<file path="config.mk">
export PLATFORM = sky130hd
export DESIGN_NAME = quarter_second_timekeeper
export DESIGN_NICKNAME = d
export VERILOG_FILES = /design/src/qst_pkg.sv /design/src/quarter_second_timekeeper.sv
export SDC_FILE = /design/constraint.sdc
export NUM_CORES = 1
export LEC_CHECK = 0
export ABC_AREA = 1
export BUFFER_PORTS_ARGS = -buffer_cell sky130_fd_sc_hd__buf_2
export CORE_MARGIN = 2
export CORE_UTILIZATION = 60
export CTS_BUF_LIST = sky130_fd_sc_hd__clkbuf_8 sky130_fd_sc_hd__clkbuf_16
export DETAILED_ROUTE_END_ITERATION = 8
export GPL_TIMING_DRIVEN = 0
export PLACE_DENSITY = 0.84
export SYNTH_ARGS = -nofsm -noshare
export SYNTH_HDL_FRONTEND = slang
export SYNTH_SLANG_ARGS = --single-unit
</file>
<file path="constraint.sdc">
create_clock -name clk -period 3.9 [get_ports clk]
set_clock_uncertainty 0.05 [all_clocks]
set_input_delay 0.195 -clock clk [delete_from_list [all_inputs] [get_ports clk]]
set_output_delay 0.195 -clock clk [all_outputs]
set_load 0.01 [all_outputs]
</file>
<file path="src/qst_pkg.sv">
package qst_pkg;

  ////////////////////////////////////////////////////////////////////////////
  // Register bus carrier and register map.

  localparam int unsigned ADDR_W = 2;
  localparam int unsigned DATA_W = 8;

  typedef struct packed {
    logic [ADDR_W-1:0] addr;
    logic [DATA_W-1:0] wdata;
    logic              wr;
    logic              rd;
  } reg_req_s;

  localparam logic [ADDR_W-1:0] OFS_CONTROL     = 2'h0;
  localparam logic [ADDR_W-1:0] OFS_STATUS_CTRL = 2'h1;
  localparam logic [ADDR_W-1:0] OFS_ALARM       = 2'h2;
  localparam logic [ADDR_W-1:0] OFS_COUNT       = 2'h3;

  ////////////////////////////////////////////////////////////////////////////
  // Field positions.

  localparam int unsigned CTRL_ON_BIT      = 7;
  localparam int unsigned CTRL_SRC_LSB     = 5;
  localparam int unsigned CTRL_RESTART_BIT = 4;
  localparam int unsigned CTRL_CLKO_BIT    = 3;
  localparam int unsigned CTRL_PS_LSB      = 0;
  localparam int unsigned STAT_FLAG_LSB    = 5;
  localparam int unsigned STAT_IE_LSB      = 2;
  localparam int unsigned STAT_AFON_BIT    = 1;
  localparam int unsigned STAT_PEND_BIT    = 0;
  localparam int unsigned ALARM_VAL_LSB    = 2;

  // Flag index: 2 quarter tick, 1 whole second, 0 alarm.
  localparam int unsigned FLAG_QUARTER = 2;
  localparam int unsigned FLAG_SECOND  = 1;
  localparam int unsigned FLAG_ALARM   = 0;

  ////////////////////////////////////////////////////////////////////////////
  // Reset values, modes and timing.

  typedef enum logic [1:0] {
    SRC_EXT_OSC  = 2'b00,
    SRC_LPO_1KHZ = 2'b01,
    SRC_INT_REF  = 2'b10,
    SRC_RESERVED = 2'b11
  } ref_src_e;

  typedef enum logic [0:0] {
    MW_IDLE = 1'b0,
    MW_BUSY = 1'b1
  } match_wr_e;

  localparam ref_src_e    RST_SRC          = SRC_EXT_OSC;
  localparam logic [2:0]  RST_PRESCALE     = 3'h1;
  localparam logic [1:0]  MATCH_APPLY_CYC  = 2'h2;

  // First stage divides the reference to the clock output rate.
  function automatic logic [8:0] pre_div(input logic [2:0] ps);
    case (ps)
      3'h4:    pre_div = 9'h080;
      3'h5:    pre_div = 9'h07d;
      3'h6:    pre_div = 9'h0fa;
      3'h7:    pre_div = 9'h1f4;
      default: pre_div = 9'h001;
    endcase
  endfunction : pre_div

  // Second stage divides the clock output rate down to 4 Hz.
  function automatic logic [13:0] base_div(input logic [2:0] ps);
    case (ps)
      3'h0:    base_div = 14'h00fa;
      3'h1:    base_div = 14'h2000;
      3'h3:    base_div = 14'h2580;
      3'h4:    base_div = 14'h2580;
      default: base_div = 14'h1f40;
    endcase
  endfunction : base_div

endpackage : qst_pkg

</file>
<file path="src/quarter_second_timekeeper.sv">
// Local design decisions: the plain strobed port and the register offsets.
module quarter_second_timekeeper
  import qst_pkg::*;
(
  input  wire logic        clk,
  input  wire logic        arst_n,
  input  wire logic        external_osc_clock,
  input  wire logic        low_power_1khz_osc,
  input  wire logic        internal_ref_clock,
  input  wire reg_req_s    reg_req,
  output logic [DATA_W-1:0] rd_data,
  output logic             irq,
  output logic             divided_clock_out,
  output logic             alarm_pulse_out
);

  ////////////////////////////////////////////////////////////////////////////
  // Reset release.

  logic [1:0] rst_sync_r;
  logic       rst_n;

  always_ff @(posedge clk or negedge arst_n) begin
    if (!arst_n) begin
      rst_sync_r <= 2'b00;
    end else begin
      rst_sync_r <= {rst_sync_r[0], 1'b1};
    end
  end

  assign rst_n = rst_sync_r[1];

  ////////////////////////////////////////////////////////////////////////////
  // Declarations.

  logic            module_on_r;
  ref_src_e        ref_clock_select_r;
  logic            clock_out_on_r;
  logic [2:0]      prescale_select_r;
  logic [2:0]      irq_on_r;
  logic            alarm_function_on_r;
  logic [2:0]      flag_r;
  logic [2:0]      flag_set;
  logic [5:0]      alarm_value_r;
  logic [1:0]      alarm_low_bits_r;
  logic [5:0]      alarm_shadow_r;
  match_wr_e       mw_state_r;
  logic [1:0]      mw_wait_r;
  logic            alarm_write_pending;
  logic [7:0]      quarter_count_r;
  logic [7:0]      count_inc;
  logic [8:0]      div1_r;
  logic [13:0]     div2_r;
  logic            ref_now;
  logic            ref_prev_r;
  logic            ref_edge;
  logic            pre_tick;
  logic            tick;
  logic            div_clear;
  logic            match_hit;
  logic            clk_out_nxt;
  logic            wr_ctrl;
  logic            wr_stat;
  logic            wr_alarm;
  logic            restart;
  logic [DATA_W-1:0] rd_data_r;
  logic            irq_r;
  logic            div_out_r;
  logic            alarm_pulse_r;

  assign wr_ctrl  = reg_req.wr && (reg_req.addr == OFS_CONTROL);
  assign wr_stat  = reg_req.wr && (reg_req.addr == OFS_STATUS_CTRL);
  assign wr_alarm = reg_req.wr && (reg_req.addr == OFS_ALARM);
  assign restart  = wr_ctrl && reg_req.wdata[CTRL_RESTART_BIT];

  ////////////////////////////////////////////////////////////////////////////
  // Control registers.

  always_ff @(posedge clk or negedge rst_n) begin
    if (!rst_n) begin
      module_on_r        <= 1'b0;
      ref_clock_select_r <= RST_SRC;
      clock_out_on_r     <= 1'b0;
      prescale_select_r  <= RST_PRESCALE;
    end else if (wr_ctrl) begin
      module_on_r        <= reg_req.wdata[CTRL_ON_BIT];
      ref_clock_select_r <= ref_src_e'(reg_req.wdata[CTRL_SRC_LSB +: 2]);
      clock_out_on_r     <= reg_req.wdata[CTRL_CLKO_BIT];
      prescale_select_r  <= reg_req.wdata[CTRL_PS_LSB +: 3];
    end
  end

  always_ff @(posedge clk or negedge rst_n) begin
    if (!rst_n) begin
      irq_on_r            <= 3'h0;
      alarm_function_on_r <= 1'b0;
    end else if (wr_stat) begin
      irq_on_r            <= reg_req.wdata[STAT_IE_LSB +: 3];
      alarm_function_on_r <= reg_req.wdata[STAT_AFON_BIT];
    end
  end

  ////////////////////////////////////////////////////////////////////////////
  // Reference selection and two-stage prescaler.

  always_comb begin
    case (ref_clock_select_r)
      SRC_EXT_OSC:  ref_now = external_osc_clock;
      SRC_LPO_1KHZ: ref_now = low_power_1khz_osc;
      SRC_INT_REF:  ref_now = internal_ref_clock;
      default:      ref_now = 1'b0;
    endcase
  end

  always_ff @(posedge clk or negedge rst_n) begin
    if (!rst_n) begin
      ref_prev_r <= 1'b0;
    end else begin
      ref_prev_r <= ref_now;
    end
  end

  assign ref_edge  = ref_now && !ref_prev_r;
  assign div_clear = !module_on_r || restart;
  assign pre_tick  = ref_edge && (div1_r == 9'(pre_div(prescale_select_r) - 9'h1));
  assign tick      = pre_tick && !div_clear
                     && (div2_r == 14'(base_div(prescale_select_r) - 14'h1));

  always_ff @(posedge clk or negedge rst_n) begin
    if (!rst_n) begin
      div1_r <= 9'h000;
    end else if (div_clear) begin
      div1_r <= 9'h000;
    end else if (ref_edge) begin
      div1_r <= pre_tick ? 9'h000 : 9'(div1_r + 9'h1);
    end
  end

  always_ff @(posedge clk or negedge rst_n) begin
    if (!rst_n) begin
      div2_r <= 14'h0000;
    end else if (div_clear) begin
      div2_r <= 14'h0000;
    end else if (pre_tick) begin
      div2_r <= tick ? 14'h0000 : 14'(div2_r + 14'h1);
    end
  end

  ////////////////////////////////////////////////////////////////////////////
  // Quarter-second counter and match.

  assign count_inc = 8'(quarter_count_r + 8'h01);
  assign match_hit = tick && alarm_function_on_r
                     && (count_inc == {alarm_value_r, alarm_low_bits_r});

  always_ff @(posedge clk or negedge rst_n) begin
    if (!rst_n) begin
      quarter_count_r <= 8'h00;
    end else if (div_clear) begin
      quarter_count_r <= 8'h00;
    end else if (match_hit) begin
      quarter_count_r <= {6'h00, count_inc[1:0]};
    end else if (tick) begin
      quarter_count_r <= count_inc;
    end
  end

  ////////////////////////////////////////////////////////////////////////////
  // Flags: a set in the same cycle as a write-one clear wins.

  assign flag_set[FLAG_QUARTER] = tick;
  assign flag_set[FLAG_SECOND]  = tick && (count_inc[1:0] == 2'b00);
  assign flag_set[FLAG_ALARM]   = match_hit;

  for (genvar i = 0; i < 3; i++) begin : g_flag
    always_ff @(posedge clk or negedge rst_n) begin
      if (!rst_n) begin
        flag_r[i] <= 1'b0;
      end else if (flag_set[i]) begin
        flag_r[i] <= 1'b1;
      end else if (wr_stat && reg_req.wdata[STAT_FLAG_LSB + i]) begin
        flag_r[i] <= 1'b0;
      end
    end
  end

  ////////////////////////////////////////////////////////////////////////////
  // Alarm value write path.

  assign alarm_write_pending = (mw_state_r == MW_BUSY);

  always_ff @(posedge clk or negedge rst_n) begin
    if (!rst_n) begin
      mw_state_r       <= MW_IDLE;
      mw_wait_r        <= 2'h0;
      alarm_shadow_r   <= 6'h00;
      alarm_value_r    <= 6'h00;
      alarm_low_bits_r <= 2'h0;
    end else begin
      case (mw_state_r)
        MW_IDLE: begin
          if (wr_alarm) begin
            alarm_shadow_r <= reg_req.wdata[ALARM_VAL_LSB +: 6];
            mw_wait_r      <= 2'(MATCH_APPLY_CYC - 2'h1);
            mw_state_r     <= MW_BUSY;
          end
        end
        MW_BUSY: begin
          if (mw_wait_r == 2'h0) begin
            alarm_value_r    <= alarm_shadow_r;
            alarm_low_bits_r <= quarter_count_r[1:0];
            mw_state_r       <= MW_IDLE;
          end else begin
            mw_wait_r <= 2'(mw_wait_r - 2'h1);
          end
        end
        default: begin
          mw_state_r <= MW_IDLE;
        end
      endcase
    end
  end

  ////////////////////////////////////////////////////////////////////////////
  // Outputs.

  always_comb begin
    if (prescale_select_r == 3'h0) begin
      clk_out_nxt = 1'b0;
    end else if (pre_div(prescale_select_r) == 9'h001) begin
      clk_out_nxt = ref_now;
    end else begin
      clk_out_nxt = div1_r < (pre_div(prescale_select_r) >> 1);
    end
  end

  always_ff @(posedge clk or negedge rst_n) begin
    if (!rst_n) begin
      div_out_r     <= 1'b0;
      alarm_pulse_r <= 1'b0;
      irq_r         <= 1'b0;
    end else begin
      div_out_r     <= clock_out_on_r && clk_out_nxt;
      alarm_pulse_r <= match_hit;
      irq_r         <= |(flag_r & irq_on_r);
    end
  end

  always_ff @(posedge clk or negedge rst_n) begin
    if (!rst_n) begin
      rd_data_r <= 8'h00;
    end else if (reg_req.rd) begin
      case (reg_req.addr)
        OFS_CONTROL:     rd_data_r <= {module_on_r, ref_clock_select_r, 1'b0,
                                       clock_out_on_r, prescale_select_r};
        OFS_STATUS_CTRL: rd_data_r <= {flag_r, irq_on_r, alarm_function_on_r, alarm_write_pending};
        OFS_ALARM:       rd_data_r <= {alarm_value_r, alarm_low_bits_r};
        OFS_COUNT:       rd_data_r <= quarter_count_r;
        default:         rd_data_r <= 8'h00;
      endcase
    end else begin
      rd_data_r <= 8'h00;
    end
  end

  assign rd_data           = rd_data_r;
  assign irq               = irq_r;
  assign divided_clock_out = div_out_r;
  assign alarm_pulse_out   = alarm_pulse_r;
endmodule : quarter_second_timekeeper

</file>
# After elaboration in Yosys (flattened, before gate mapping)
# Cells that the tools add are included.
dict set report word_totals {
  regBits 76
  input_bits 17
  out_inout_bits 11
  word_cells 115
}
dict set report classes {
  n_addsub 6
  n_lt_le_gt_ge 1
  eq_ne 17
  mux 31
  bitwise 2
  n_reduce_logical 35
}
# cell count
set op_table {}
lappend op_table {{9-bit 2-to-1 mux} 6}
lappend op_table {{14-bit 2-to-1 mux} 3}
lappend op_table {{14-bit one-hot mux with 3 select lines} 1}
lappend op_table {{9-bit one-hot mux with 4 select lines} 1}
lappend op_table {{8-bit 2-to-1 mux} 4}
lappend op_table {{8-bit one-hot mux with 4 select lines} 1}
lappend op_table {{1-bit logical AND} 15}
lappend op_table {{14-bit by 1-bit adder with 14-bit output, second input constant} 1}
lappend op_table {{14-bit == test} 1}
lappend op_table {{14-bit by 1-bit subtractor with 14-bit output, second input constant} 1}
lappend op_table {{3-bit == test, second input constant} 4}
lappend op_table {{1-bit 2-to-1 mux} 10}
lappend op_table {{2-bit nonzero test} 5}
lappend op_table {{9-bit by 1-bit adder with 9-bit output, second input constant} 1}
lappend op_table {{9-bit by 1-bit == test with 1-bit output, second input constant} 1}
lappend op_table {{9-bit == test} 1}
lappend op_table {{9-bit by 8-bit < comparator with 1-bit output} 1}
lappend op_table {{9-bit by 1-bit subtractor with 9-bit output, second input constant} 1}
lappend op_table {{8-bit by 1-bit adder with 8-bit output, second input constant} 1}
lappend op_table {{8-bit == test} 1}
lappend op_table {{2-bit logical NOT} 4}
lappend op_table {{2-bit == test, second input constant} 3}
lappend op_table {{2-bit AND reduction} 3}
lappend op_table {{2-bit by 1-bit == test with 1-bit output, second input constant} 2}
lappend op_table {{16 further kinds} 20}

# Depth between registers and ports, before layout
dict set report logic_depth {
  depth_word 11
  mapped_depth 15
  mapped_depth_nobuf 14
}

# Worst setup path before layout
# Ideal clock, no wire load.
dict set report synth_path {
  path_type {register -> register}
  startpoint {register prescale_select_r[0]}
  endpoint {register div2_r[5]}
  setup_ps 117
  arrival_time_ps 2014
  required_ps 3733
  path_slack_ps 1720
  stages_incl_launch_ff 15
  path_buffers 1
  synth_period_minus_slack_ps 2180
  cell_sequence {dfstp_2 -> buf_6 -> nand2_4 -> nand2_2 -> ha_1 -> xnor2_1 -> nand2_1 -> nor2_1 -> nand3_2 -> nor2_8 -> nand2_4 -> nand2_4 -> inv_4 -> nand3_2 -> nand2_1}
}
dict set report synth_via {
  elab_chain_cells 10
  word_cells_on_any_way 21
  cone_classes {add/sub (2); eq/ne (8); mux (5); reduce/logical (6)}
}
# element line_no
set synth_lines {}
lappend synth_lines {{from (decl)} quarter_second_timekeeper.sv:39} ;# logic [2:0] prescale_select_r;
lappend synth_lines {{from (signal assigned)} quarter_second_timekeeper.sv:89} ;# prescale_select_r <= reg_req.wdata[CTRL_PS_LSB +: 3];
lappend synth_lines {{parallel branches: the longest is 10 deep, another holds 14-bit by 1-bit subtractor with 14-bit output} n/a}
lappend synth_lines {{to (signal assigned)} quarter_second_timekeeper.sv:145} ;# div2_r <= tick ? 14'h0000 : 14'(div2_r + 14'h1);
lappend synth_lines {{to (decl)} quarter_second_timekeeper.sv:53} ;# logic [13:0] div2_r;
# Parallel ways; which one is timed is not known. The select of a mux whose other input is x is not followed.
# A chain may end at the register's enable or synchronous reset.

# Worst setup path in the final report
dict set report layout_path {
  startpoint {register prescale_select_r[2]}
  endpoint {register quarter_count_r[5]}
}
dict set report layout_via {
  elab_chain_cells 11
  word_cells_on_any_way 22
  cone_classes {add/sub (2); eq/ne (8); mux (4); reduce/logical (8)}
}
# element line_no
set layout_lines {}
lappend layout_lines {{parallel branches: the longest is 6 deep, another holds 14-bit by 1-bit subtractor with 14-bit output} n/a}
lappend layout_lines {{1-bit logical AND (*)} quarter_second_timekeeper.sv:127} ;# && (div2_r == 14'(base_div(prescale_select_r) - 14'h1));
lappend layout_lines {{1-bit logical AND} quarter_second_timekeeper.sv:153} ;# assign match_hit = tick && alarm_function_on_r
lappend layout_lines {{1-bit logical AND} quarter_second_timekeeper.sv:154} ;# && (count_inc == {alarm_value_r, alarm_low_bits_r});
lappend layout_lines {{8-bit 2-to-1 mux} quarter_second_timekeeper.sv:161} ;# end else if (match_hit) begin
lappend layout_lines {{8-bit 2-to-1 mux} quarter_second_timekeeper.sv:159} ;# end else if (div_clear) begin
lappend layout_lines {{to (signal assigned)} quarter_second_timekeeper.sv:162} ;# quarter_count_r <= {6'h00, count_inc[1:0]};
lappend layout_lines {{to (signal assigned)} quarter_second_timekeeper.sv:164} ;# quarter_count_r <= count_inc;
lappend layout_lines {{to (decl)} quarter_second_timekeeper.sv:50} ;# logic [7:0] quarter_count_r;
# Mark *: on every way between the ends.

==> impl_metrics.csv <==
group,metric,value,unit
clock_network,cts_root_buffer,"clkbuf_8",
grt,grt_pass1_wl,20.4,mm
synth,ys_top_cells_by_area,"dfrtp_1 (40%), nand2_1 (15%), inv_1 (6.6%)",
sta,maxSlewHeadroom,0.628,
pwr,clock_power_share,0.268,
pwr,internal_power,1.39,mW
detailed_routing,drt-total-wl,12.1,mm
sta,max_freq,0.374,GHz
synth,synth_top_family_by_area,"simple AND/OR/NAND/NOR gates",
sta,finalSetupTns,0,ns
synth,ys_warn_count,0,
place,place_ws,1.32,ns
setup_path,worstRegToRegCells,15,
setup_path,crit_buf_inv,3,
synth,netlist_top_cells_count,"nand2_1 (186), inv_1 (84), dfrtp_1 (75)",
setup_path,r2r-start,"prescale_select_r[2]",
setup_path,r2r_setup_slack,1.23,ns
pwr,irDropWorstVdd,0.000314,V
outcome,status,"completed",
floorplanning,dieWidth,93.0,um
synth,syn_area,4750,um^2
synth,yosys.area_share.adder,0.0342,
sta,hold_viol_final,0,
setup_path,crit_start,"prescale_select_r[2]",
synth,yosys.area.top_type,"dfrtp_1",
synth,synth_compound_area_frac,0.0961,
place,port-buffer-count,27,
setup_path,required,4.11,ns
setup_path,path_cells,"buf_6, nand2_1, nor2_1, inv_1, ha_1, xnor2_1, nand2_1, nor2_1, nand2_1, nor2_1, nand2_1, nor2_2, nand3_2, nand2_1, inv_1",
grt,first_global_vias,4509,
hold_path,worstHoldPathCells,3,
synth,ys.flop_type,"dfrtp_1",
clock_network,htreeDepth,3,
place,place_inst,787,
synth,synth.distinct_cells,39,
finish,nets,728,
detailed_routing,viasPerCell,5.65,
setup_path,cpPeakStageDelay,0.40,ns
setup_path,path_depth,15,
detailed_routing,num_vias,4547,
synth,synth.area.mux_share,0.00474,
synth,ys_ff_latch,76,
detailed_routing,wl_per_cell,15.1,um
pwr,cellLeakagePower,2.75,nW
clock_network,clkSinkCount,76,
setup_path,cp.arrival,2.88,ns
setup_path,cpMostUsedCell,"nand2_1",
floorplanning,start_util,0.618,
clock_network,cts_tree,"built",
synth,synthMostInstantiatedCell,"nand2_1",
synth,synthArstFlopShare,1.00,
synth,synth_edf_count,0,
floorplanning,die-area,8650,um^2
setup_path,cp_top_family,"simple AND/OR/NAND/NOR gates",
detailed_routing,first_iter_violations,327,
setup_path,slowest_stage,"dfrtp_1",
finish,drive_gt1_frac,0.124,
sta,post-route-period-util,0.685,
pwr,switching_share,0.397,
floorplanning,core,7690,um^2
setup_path,cp-end-kind,"flip-flop",
sta,worstMarginPinSlew,0.556,ns
pwr,p_sw,0.917,mW
place,dp_hpwl,9.08,mm
setup_path,r2r-end,"quarter_count_r[5]",
run,maxCapViolations,0,
detailed_routing,drt-pass1-iter-count,6,
finish,area_growth,10.7,%
clock_network,clockBufferDepth,2,
floorplanning,num_rows,32,
hold_path,min_path_type,"in2reg",
sta,fin_crit,2.67,ns
synth,synth_xor_area_frac,0.0240,
hold_path,min_from,"reg_req[4]",
place,gp_congestion,0.965,
grt,grt-ovfl-total,0,
synth,synth_cells,657,
clock_network,insertion_delay,0.37,ns
setup_path,critPathMaxFanout,10,
pwr,pwr-share-comb,0.299,
grt,grt_start_max_net_pins,57,
finish,antenna_cells,0,
finish,instances_no_fill,805,
sta,setup_viol,0,
synth,syn_area_per_cell,7.23,um^2
synth,synth_top_area_share,0.395,
grt,grt_usage,0.300,
sta,drv_slew,0,
clock_network,cts_buffers,9,
synth,seq_area_frac_synth,0.401,
detailed_routing,ant_nets,0,
pwr,seq_power_share,0.432,
clock_network,ctsResizeCount,0,
pwr,powerDensity,439,nW/um^2
hold_path,min_to,"prescale_select_r[2]",
sta,layout_setup_ws,1.23,ns
floorplanning,ioPinCount,28,
setup_path,worst_setup_path_start_kind,"flip-flop",
grt,antenna_found_initial,0,
clock_network,path_clk_slew,0.10,ns
setup_path,crit_type,"reg2reg",
synth,synth-simple-area-share,0.346,
detailed_routing,drc_errors,0,
floorplanning,die_h,93.0,um
sta,rsz0062_at_grt,"false",
synth,syn-num-nets,687,
-- kinds of logic after synthesis --
logic type / Yosys count
DFF: 76
adders and majority gates: 13
and+or+nand+nor: 362
AOI/OAI and AO/OA: 83
xor gates and xnor gates: 13
muxes: 2
other: 1
buffers and inverters: 107
-- power by group through the flow --
stage / logic [mW] / clock network (mW) / registers [mW]
after global routing: 0.775 / 0.654 / 1.01
final: 0.690 / 0.620 / 0.998
after floorplan: 0.490 / 0 / 0.996
after CTS: 0.683 / 0.624 / 0.996
after detailed placement: 0.675 / 0 / 1.01
after global placement: 0.626 / 0 / 1.01
-- routing by layer --
metal / vias up / wire length [um] / GRT usage
met5: - / 0 / 0
met4: 0 / 297 / 0.125
met3: 30 / 699 / 0.0411
met2: 188 / 6190 / 0.539
met1: 2122 / 4940 / 0.362
li1: 2207 / - / -
-- cell usage in the layout (no fill, tap or decap), types with 5 or more instances in the layout --
cell type  count
inv_1         84
clkbuf_8       9
o21ai_0       39
a21oi_1       25
nand3_1       56
buf_2         28
nor2_1        58
clkbuf_1       6
inv_2          7
ha_1          13
nand2_1      186
dfrtp_1       74
o21ai_1        5
nand3_2        7
nor3_1        16
nand4_1       21
a221oi_1       5
xor2_1        11
-- sequential cells by signal (all words and copies together), names as in the netlist --
| register | flops |
|---|---|
| alarm_shadow_r | 6 |
| divided_clock_out | 1 |
| irq_on_r | 3 |
| clock_out_on_r | 1 |
| alarm_pulse_out | 1 |
| irq | 1 |
| rst_sync_r | 2 |
| prescale_select_r | 3 |
| ref_clock_select_r | 2 |
| div1_r | 9 |
| rd_data | 8 |
| ref_prev_r | 1 |
| module_on_r | 1 |
| quarter_count_r | 8 |
| mw_wait_r | 2 |
| alarm_low_bits_r | 2 |
| alarm_function_on_r | 1 |
| flag_r | 3 |
| div2_r | 14 |
| alarm_value_r | 6 |
| alarm_write_pending | 1 |
-- timing repair --
action | 4_1_cts | 5_1_grt
setup buffers | 0 | 0
endpoints found under the setup margin | 0 | 0
hold buffers | 2 | 0
hold endpoints to repair | 3 | 0
-- per-stage QoR --
stage                     power (mW)  cell area [um^2]   util  hold WS, ns
after floorplan                 1.49              4750      -       -0.151
after global placement          1.64              5010  0.652      -0.0691
after detailed placement        1.69              5040  0.656      -0.0665
after CTS                       2.30              5260  0.684      0.00634
after global routing            2.44              5260  0.684       0.0316
final                           2.31              5260  0.684       0.0111
-- worst max-delay path by stage --
stage               slack, ns                  end
finish                   1.23   quarter_count_r[5]
global route             1.07   quarter_count_r[4]
global placement         0.78            div1_r[3]
floorplan                1.58  alarm_function_on_r
detailed placement       1.32   quarter_count_r[5]
CTS                      1.27   quarter_count_r[5]
-- worst reg2reg max path, stage by stage (launching register included) --
cell,delay [ns]
dfrtp_1,0.40
buf_6,0.16
nand2_1,0.08
nor2_1,0.10
inv_1,0.07
ha_1,0.28
xnor2_1,0.26
nand2_1,0.09
nor2_1,0.13
nand2_1,0.10
nor2_1,0.18
nand2_1,0.10
nor2_2,0.18
nand3_2,0.22
nand2_1,0.12
inv_1,0.04
-- final cells by class --
cell class | count | area (um^2)
inverters | 93 | 354
fillers | 654 | 2430
plain buffers | 14 | 91.3
clock buffers | 9 | 124
repair buffers | 30 | 183
clock inverters | 7 | 71.3
flip-flops and latches | 76 | 1910
multi-input cells | 474 | 2400
well taps | 102 | 128
Note: power is estimated with default switching activity, not from simulation.
